`src/verilog/rps_pkg.sv`:
```
// Package with register map, field layout and timing constants for the reset sequencer
package rps_pkg;

	// Register byte offsets (index times four)
	localparam logic [7:0]  RPS_IDX_CLOCK_CONTROL = 8'h8F;
	localparam logic [11:0] RPS_ADR_CLOCK_CONTROL = 12'h23C;
	localparam logic [11:0] RPS_ADR_STATUS        = 12'h000;
	localparam logic [11:0] RPS_ADR_PGP_CTRL      = 12'h004;

	// Clock control fields
	localparam int          RPS_CC_TIMER_LSB = 0;
	localparam int          RPS_CC_TIMER_W   = 3;
	localparam logic [7:0]  RPS_CC_RESET     = 8'h00;

	// Programmable pin control reset value
	localparam logic [7:0]  RPS_PGP_RESET    = 8'h00;

	// Timing
	localparam longint      RPS_CLK_HZ       = 200000000;
	localparam longint      RPS_TIMER_MS_4   = 4;
	localparam longint      RPS_CYC_PER_MS   = RPS_CLK_HZ / 1000;
	localparam longint      RPS_DEF_CYCLES   = RPS_TIMER_MS_4 * RPS_CYC_PER_MS;

	// Synchroniser input pair
	typedef struct packed {
		logic master_reset_n;
		logic power_good_n;
	} rps_in_s;

	typedef enum logic [1:0] {
		RPS_ST_RESET = 2'b00,
		RPS_ST_COUNT = 2'b01,
		RPS_ST_RUN   = 2'b10
	} rps_state_e;

endpackage : rps_pkg

```
`src/verilog/rps_sequencer.sv`:
```
// Reset output and pulldown sequencer with Wishbone register access
//
// Register access over Wishbone was decided locally.
`timescale 1ns/1ps
`default_nettype none
module rps_sequencer
	import rps_pkg::*;
#(
	parameter longint DEF_CYCLES = RPS_DEF_CYCLES,
	parameter longint CYC_PER_MS = RPS_CYC_PER_MS
) (
	input  wire logic        I_SYS_CLK,
	input  wire logic        I_RST,
	input  wire logic        I_MASTER_RESET_IN_N,
	input  wire logic        I_POWER_GOOD_RESET_IN_N,
	input  wire logic        I_WB_CYC,
	input  wire logic        I_WB_STB,
	input  wire logic        I_WB_WE,
	input  wire logic [11:0] I_WB_ADR,
	input  wire logic [3:0]  I_WB_SEL,
	input  wire logic [31:0] I_WB_DAT,
	output logic      [31:0] O_WB_DAT,
	output logic             O_WB_ACK,
	output logic             O_SYSTEM_RESET_OUT,
	output logic             O_CORE_CLK_GATE,
	output logic             O_PULLDOWN_FORCE,
	output logic             O_RTC_RESET,
	output logic             O_PROG_PIN_TWO,
	output logic             O_PROG_PIN_TWO_OE,
	output logic             O_PROG_PIN_THREE,
	output logic             O_PROG_PIN_THREE_OE
);

	localparam int CW = 36;

	rps_in_s    raw;
	rps_in_s    syn;
	logic       both_high;
	logic       master_act;

	rps_state_e state_reg;
	rps_state_e state_next;
	logic [CW-1:0] cnt_reg;
	logic [CW-1:0] cnt_next;
	logic [CW-1:0] target;

	logic [7:0] cc_reg;
	logic [7:0] cc_next;
	logic [7:0] pgp_reg;
	logic [7:0] pgp_next;
	logic       ack_reg;
	logic       ack_next;
	logic [31:0] dat_reg;
	logic [31:0] dat_next;
	logic       rst_out_reg;
	logic       rst_out_next;
	logic       force_reg;
	logic       force_next;
	logic       rtc_reg;
	logic       rtc_next;
	logic       req;

	assign raw.master_reset_n = I_MASTER_RESET_IN_N;
	assign raw.power_good_n   = I_POWER_GOOD_RESET_IN_N;

	rps_sync u_sync (
		.I_SYS_CLK (I_SYS_CLK),
		.I_RST     (I_RST),
		.i_async   (raw),
		.o_sync    (syn)
	);

	// Only 1,1 is normal operation; 1,0 falls into the same branch as 0,0
	assign both_high  = syn.master_reset_n & syn.power_good_n;
	assign master_act = ~syn.master_reset_n;

	// Timer field 0 means default 4 ms, otherwise field value in milliseconds times 4
	always_comb begin
		if (cc_reg[RPS_CC_TIMER_LSB +: RPS_CC_TIMER_W] == '0) begin
			target = CW'(DEF_CYCLES);
		end else begin
			target = CW'(longint'(cc_reg[RPS_CC_TIMER_LSB +: RPS_CC_TIMER_W]) * 4 * CYC_PER_MS);
		end
	end

	// Sequencer next state
	always_comb begin
		state_next   = state_reg;
		cnt_next     = cnt_reg;
		if (!both_high) begin
			state_next = RPS_ST_RESET;
			cnt_next   = '0;
		end else begin
			unique case (state_reg)
				RPS_ST_RESET: begin
					state_next = RPS_ST_COUNT;
					cnt_next   = '0;
				end
				RPS_ST_COUNT: begin
					if (cnt_reg + CW'(1) >= target) begin
						state_next = RPS_ST_RUN;
					end else begin
						cnt_next = cnt_reg + CW'(1);
					end
				end
				RPS_ST_RUN: begin
					state_next = RPS_ST_RUN;
				end
				default: begin
					state_next = RPS_ST_RESET;
				end
			endcase
		end
		rst_out_next = (state_next != RPS_ST_RUN);
		force_next   = ~both_high;
		rtc_next     = master_act;
	end

	always_ff @(posedge I_SYS_CLK) begin
		if (I_RST) begin
			state_reg   <= RPS_ST_RESET;
			cnt_reg     <= '0;
			rst_out_reg <= 1'b1;
			force_reg   <= 1'b1;
			rtc_reg     <= 1'b1;
		end else begin
			state_reg   <= state_next;
			cnt_reg     <= cnt_next;
			rst_out_reg <= rst_out_next;
			force_reg   <= force_next;
			rtc_reg     <= rtc_next;
		end
	end

	// Register bus next values
	assign req = I_WB_CYC & I_WB_STB & ~ack_reg;

	always_comb begin
		cc_next  = cc_reg;
		pgp_next = pgp_reg;
		dat_next = dat_reg;
		ack_next = req;
		if (master_act) begin
			cc_next  = RPS_CC_RESET;
			pgp_next = RPS_PGP_RESET;
		end else if (req && I_WB_WE && I_WB_SEL[0]) begin
			unique case (I_WB_ADR)
				RPS_ADR_CLOCK_CONTROL: cc_next  = I_WB_DAT[7:0];
				RPS_ADR_PGP_CTRL:      pgp_next = I_WB_DAT[7:0];
				default: begin
				end
			endcase
		end
		if (req && !I_WB_WE) begin
			unique case (I_WB_ADR)
				RPS_ADR_CLOCK_CONTROL: dat_next = {24'h000000, cc_reg};
				RPS_ADR_PGP_CTRL:      dat_next = {24'h000000, pgp_reg};
				RPS_ADR_STATUS: dat_next = {26'h0000000, state_reg, force_reg, rst_out_reg,
					syn.power_good_n, syn.master_reset_n};
				default:               dat_next = 32'h00000000;
			endcase
		end
	end

	always_ff @(posedge I_SYS_CLK) begin
		if (I_RST) begin
			cc_reg  <= RPS_CC_RESET;
			pgp_reg <= RPS_PGP_RESET;
			ack_reg <= 1'b0;
			dat_reg <= 32'h00000000;
		end else begin
			cc_reg  <= cc_next;
			pgp_reg <= pgp_next;
			ack_reg <= ack_next;
			dat_reg <= dat_next;
		end
	end

	assign O_WB_ACK           = ack_reg;
	assign O_WB_DAT           = dat_reg;
	assign O_SYSTEM_RESET_OUT = rst_out_reg;
	assign O_CORE_CLK_GATE    = rst_out_reg;
	assign O_PULLDOWN_FORCE   = force_reg;
	assign O_RTC_RESET        = rtc_reg;
	// Preset pin states apply while the pulldown force is active
	assign O_PROG_PIN_TWO      = pgp_reg[0];
	assign O_PROG_PIN_TWO_OE   = force_reg & pgp_reg[1];
	assign O_PROG_PIN_THREE    = pgp_reg[2];
	assign O_PROG_PIN_THREE_OE = force_reg & pgp_reg[3];

endmodule // rps_sequencer
`default_nettype wire

```
`src/verilog/rps_sync.sv`:
```
// Two flip-flop synchroniser for the reset input pair
`timescale 1ns/1ps
`default_nettype none
module rps_sync
	import rps_pkg::*;
(
	input  wire logic    I_SYS_CLK,
	input  wire logic    I_RST,
	input  wire rps_in_s i_async,
	output var  rps_in_s o_sync
);

	rps_in_s meta_reg;
	rps_in_s meta_next;
	rps_in_s sync_reg;
	rps_in_s sync_next;

	always_comb begin
		meta_next = i_async;
		sync_next = meta_reg;
	end

	// Resets to the asserted (low) level so release is always clean
	always_ff @(posedge I_SYS_CLK) begin
		if (I_RST) begin
			meta_reg <= '0;
			sync_reg <= '0;
		end else begin
			meta_reg <= meta_next;
			sync_reg <= sync_next;
		end
	end

	assign o_sync = sync_reg;

endmodule // rps_sync
`default_nettype wire
```
`config.mk`:
```
export PLATFORM = sky130hd
export DESIGN_NAME = rps_sequencer
export DESIGN_NICKNAME = d
export VERILOG_FILES = /design/src/verilog/rps_pkg.sv /design/src/verilog/rps_sequencer.sv /design/src/verilog/rps_sync.sv
export SDC_FILE = /design/constraint.sdc
export NUM_CORES = 1
export LEC_CHECK = 0
export BUFFER_PORTS_ARGS = -buffer_cell sky130_fd_sc_hd__buf_4
export CAP_MARGIN = 0
export CORE_MARGIN = 2
export CORE_UTILIZATION = 40
export DETAILED_ROUTE_END_ITERATION = 6
export PLACE_DENSITY = 0.67
export SYNTH_ARGS = -nofsm -noshare
export SYNTH_HDL_FRONTEND = slang
export SYNTH_SLANG_ARGS = --single-unit
```
`constraint.sdc`:
```
create_clock -name I_SYS_CLK -period 10.4 [get_ports I_SYS_CLK]
set_input_delay 2.08 -clock I_SYS_CLK [delete_from_list [all_inputs] [get_ports I_SYS_CLK]]
set_output_delay 2.08 -clock I_SYS_CLK [all_outputs]
set_load 0.05 [all_outputs]
```
=== After elaboration in Yosys (flattened, before gate mapping) ===
Index checks and enable logic that the tools add are counted.

* Reduce and logical (&&, ||, !) cells: 13
* $add $sub $neg: 1
* Multiplexer cells: 7
* Magnitude comparators: 1
* Bitwise operators: 8
* Eq/ne operators: 6
* Divide/modulo/power cells: 0
* Shifts and indexed selects: 0
* Multiply operators: 1

{| class="wikitable"
|+ Operators with widths
! kind !! count
|-
| $pmux W36 S2 || 1
|-
| $add A36 B1 Y36 const B || 1
|-
| $ge A36 B36 Y1 || 1
|-
| $mux W36 || 1
|-
| $pmux W8 S3 || 1
|-
| $mux W23 || 1
|-
| $mul A3 B12 Y15 const B || 1
|-
| $eq A12 B10 Y1 const B || 1
|-
| $eq A12 B3 Y1 const B || 1
|-
| $logic_not A12 Y1 || 1
|-
| $pmux W2 S3 || 1
|-
| $reduce_and A2 Y1 || 3
|-
| $and A1 B1 Y1 || 5
|-
| $mux W2 || 2
|-
| $ne A2 B2 Y1 const B || 2
|-
| $reduce_or A2 Y1 || 2
|-
| $logic_and A1 B1 Y1 || 3
|-
| $logic_not A3 Y1 || 1
|-
| $not A1 Y1 || 3
|-
| $eq A2 B1 Y1 const B || 1
|-
| $eq A2 B2 Y1 const B || 1
|-
| $logic_not A2 Y1 || 1
|-
| $reduce_bool A2 Y1 || 1
|-
| $logic_not A1 Y1 || 1
|}

* Bits in latches: 0
* Input port bits: 55
* Register bits: 94
* Memories: 0
* ROM bits: 0
* Bits in writable memories: 0

=== Depth between registers and ports, before layout ===
* Depth after elaboration: 7
* Depth in mapped cells: 20
* Gate-level depth less buffers: 18

=== Hierarchy ===
Synthesis repeated with hierarchy kept, for this count alone.

* Cell total of the unflattened synthesis: 529
* Area total of the unflattened synthesis: 4345.4 um^2

{| class="wikitable"
|+ By module, submodules not included
! module !! cells each !! area each (um^2) !! times used !! seq. area each (um^2)
|-
| rps_sequencer || 521 || 4240.3 || 1 || 1321.3
|-
| rps_sync || 8 || 105.1 || 1 || 80.1
|}

=== Worst setup path after synthesis ===
Ideal clock, no wire load.

* Path type: flip-flop to flip-flop
* Start point: register cnt_reg[0]
* End point: register cnt_reg[23]
* Path slack: 6.261 ns
* Buffers on the path: 3
* Clock period less this slack: 4.139 ns
* Arrival time: 4.080 ns
* Stages on the path, launching flop included: 20
* Path through: dfxtp_1 > ha_1 > nand3_1 > or3_1 > clkbuf_1 > nor3_1 > and3_1 > and3_1 > nand3_1 > xnor2_1 > ha_1 > nand3_1 > or4_1 > a21o_1 > o221ai_1 > o31ai_1 > a21oi_1 > buf_2 > clkbuf_1 > and2_1

* Longest elaborated chain between the ends: 4

{| class="wikitable"
|+ Ends and longest elaborated chain
! item !! line !! source
|-
| from (decl) || rps_sequencer.sv:43 || <nowiki>logic [CW-1:0] cnt_reg;</nowiki>
|-
| from (signal assigned) || rps_sequencer.sv:128 || <nowiki>cnt_reg <= cnt_next;</nowiki>
|-
| $add A36 B1 Y36 (*) || rps_sequencer.sv:100, rps_sequencer.sv:103 ||
|-
| $ge A36 B36 Y1 || rps_sequencer.sv:100 || <nowiki>if (cnt_reg + CW'(1) >= target) begin</nowiki>
|-
| $ne A2 B2 Y1 (no source line) || n/a ||
|-
| $reduce_and A2 Y1 (no source line) || n/a ||
|}

Mark *: on every way between the ends. The rest lies on a longest branch, timed or not. The select of a mux whose other input is x is not followed.
A chain may end at the register's enable or synchronous reset.

=== Worst setup path in the final report ===
* Start point: register cnt_reg[0]
* End point: register cnt_reg[0]

Same word-level chain as after synthesis.

==> reports/results.tsv <==
stage	metric	value	unit
worst_hold_path	hold_depth	1	
clock_network	postCtsHoldBufs	0	
layout	drive_gt1_share	14.4	%
layout	seq_area	1400	um2
synth	yosysTopAreaCell	dfxtp_1	
drt	drt_pass1_iterations	4	
clock_network	cts_tree	done	
layout	final_cell_mix	dfxtp_1 (70), nor2_1 (50), buf_4 (46)	
worst_setup_path	cp_data_arrival_time	5.33	ns
layout	n_fill_cell	950	
worst_setup_path	critPathLaunchType	register	
run	drv_cap	0	
layout	largest_reg_flops	36	
clock_network	post_cts_buffers	0	
grt	gr-total-overflow	0	
clock_network	cts_inserted_buffers	9	
layout	nets	581	
run_status	outcome	finished, final reports clean	
pwr	ir_worst_vdd	0.0872	mV
synth	ys_ff_latch	70	
sta	rsz0062_at_grt	false	
synth	syn_inst	468	
drt	routed_via_density	5.30	
clock_network	cts.path.max_buffers	2	
synth	yosysSeqAreaShare	34.2	%
layout	diodes	0	
clock_network	htree_levels	3	
pwr	p_per_area	128	nW/um2
floorplanning	dieArea	11100	um2
synth	yosysTopAreaCellShare	34.2	%
drt	ant_nets	0	
floorplanning	die_w	105	um
drt	vias	3392	
sta	worst_pin_slew	0.988	ns
placed_design	port_buffers	44	
layout	mostFrequentLayoutCell	dfxtp_1	
synth	post_synth_instance_area	4090	um2
drt	post_drt_wl_per_cell	13.9	um
synth	avgSynthCellArea	8.75	um2
synth	ys.flop_type	dfxtp_1	
clock_network	cts-root-buf	clkbuf_8	
sta	setup_viol	0	
clock_network	clk_pin_slew	0.08	ns
worst_setup_path	cp.required	10.69	ns
synth	synthArstFlopShare	0	%
placed_design	dp_hpwl	6.41	mm
grt	grt_pass1_wl	14.7	mm
sta	maxSlewHeadroom	33.9	%
pwr	power	595	uW
layout	multi_input_area	2450	um2
sta	slew_violations	0	
synth	yosys-top-cells-area	dfxtp_1 (34%), ha_1 (7.3%), mux2i_1 (5.4%), buf_4 (4.8%), nor2_1 (4.6%)	
clock_network	cts_sinks	70	
worst_setup_path	r2r_cells	16	
sta	tns	0	ns
clock_network	cts_resized	0	
sta	fin_crit_sh	48.4	%
synth	synthDistinctLibCells	54	
grt	grt_max_degree	39	
floorplanning	core-area	9860	um2
worst_setup_path	cp_max_fo	38	
drt	first_iter_violations	165	
grt	grt_use_total	16.3	%
drt	drt_wl_total	8.88	mm
floorplanning	core.rowCount	36	
synth	synth_enable_flop_cells	0	
grt	grt_pass1_vias	3218	
worst_setup_path	critPathKind	register to register	
placed_design	place.gp.congestion	0.812	
grt	antenna_found_initial	0	
sta	clock.fmax	0.199	GHz
sta	fin_skew	0.00684	ns
floorplanning	start_util	41.5	%
clock_network	clkLatencyLatePin	0.35	ns
floorplanning	fp.dieH	105	um
synth	ys_warn_count	0	
worst_setup_path	end_kind	register	
layout	area_growth	13.9	%
floorplanning	ios	96	
drt	drcViolationCount	0	
sta	fin_crit	5.04	ns
sta	hold_viol	0	
worst_hold_path	hold_class	register to register	
pwr	p_leak	0.00201	uW
==> critical path, stage by stage, from the launching register on <==
cell	delay, ns
dfxtp_1	0.41
ha_1	0.29
nand3_1	0.31
or3_1	0.52
nor3_1	0.27
and3_1	0.26
and3_1	0.20
nand3_1	0.10
xnor2_1	0.15
ha_1	0.30
nand3_1	0.10
or4_1	0.51
a21o_1	0.20
o221ai_1	0.11
o31ai_1	0.19
a21oi_4	0.75
mux2_2	0.28
==> routing by layer <==
metal | up-vias | part of all wire (%) | track usage [%]
met5 | - | 0 | 0
li1 | 1701 | - | -
met4 | 0 | 1.5 | 5.81
met2 | 86 | 47 | 26.7
met3 | 12 | 4.9 | 3.81
met1 | 1593 | 47 | 20.9
==> area by class of cell <==
class | instances | area share (%)
clock inverters | 7 | 2.77
repair buffers | 46 | 7.41
multi-input cells | 363 | 52.6
flip-flops and latches | 70 | 30.1
inverters | 12 | 0.966
clock buffers | 9 | 2.66
well taps | 133 | 3.57
==> Yosys cell counts, types with 6 or more instances <==
| master | count |
|---|---|
| nand2_1 | 27 |
| xnor2_1 | 10 |
| dfxtp_1 | 70 |
| or3_1 | 7 |
| mux2i_1 | 22 |
| a221o_1 | 6 |
| nor3_1 | 13 |
| nand2b_1 | 8 |
| ha_1 | 24 |
| clkbuf_1 | 11 |
| nor2b_1 | 8 |
| a22o_1 | 11 |
| nor2_1 | 50 |
| and3_1 | 12 |
| buf_2 | 6 |
| a211oi_1 | 11 |
| nor4_1 | 6 |
| nand3_1 | 13 |
| o21ai_0 | 10 |
| nand4_1 | 8 |
| xor2_1 | 12 |
| and2_1 | 19 |
| inv_1 | 12 |
| buf_4 | 26 |
| a21oi_1 | 17 |
==> metrics by stage <==
| step | utilization (%) | cell area (um2) | instances | setup slack [ns] | hold WS (ns) |
|---|---|---|---|---|---|
| final | 47.2 | 4660 | 640 | 5.36 | 0.449 |
| after global placement | 44.7 | 4410 | 624 | 5.45 | 0.431 |
| after CTS | 47.2 | 4660 | 640 | 5.33 | 0.452 |
| after global routing | 47.2 | 4660 | 640 | 4.92 | 0.466 |
| after detailed placement | 44.7 | 4410 | 624 | 5.37 | 0.432 |
| after floorplan | - | 4180 | 491 | 6.26 | 0.414 |
==> logic make-up (layout without fill, tap and decap cells) <==
group                    count (synthesis)  after routing  share of synthesized area (%)
flip-flops                              70             70                           34.2
AND/OR/NAND/NOR                        189            189                           24.5
multiplexers                            23             23                           5.66
XOR/XNOR                                22             22                           4.71
other                                    1             24                         0.0916
adder cells (fa/ha/maj)                 24             24                           7.34
buffers and inverters                   58             74                           8.44
AO/OA/AOI/OAI                           81             81                           15.0
==> path summary, 6_finish.rpt <==
kind,start,to,slack (ns)
min reg2reg,u_sync.meta_reg[0]$_SDFF_PP0_,u_sync.o_sync[0]$_SDFF_PP0_,0.45
max reg2reg,cnt_reg[0]$_SDFFE_PP0P_,cnt_reg[0]$_SDFFE_PP0P_,5.36
min,u_sync.meta_reg[0]$_SDFF_PP0_,u_sync.o_sync[0]$_SDFF_PP0_,0.45
max,cnt_reg[0]$_SDFFE_PP0P_,cnt_reg[0]$_SDFFE_PP0P_,5.36
==> where the power goes <==
group / total [uW] / switching [uW] / internal (uW)
registers: 272 / 1.31 / 270
logic: 44.1 / 32.6 / 11.5
clock network: 280 / 116 / 163
total: 595 / 150 / 445
(Power assumes the default switching activity.)
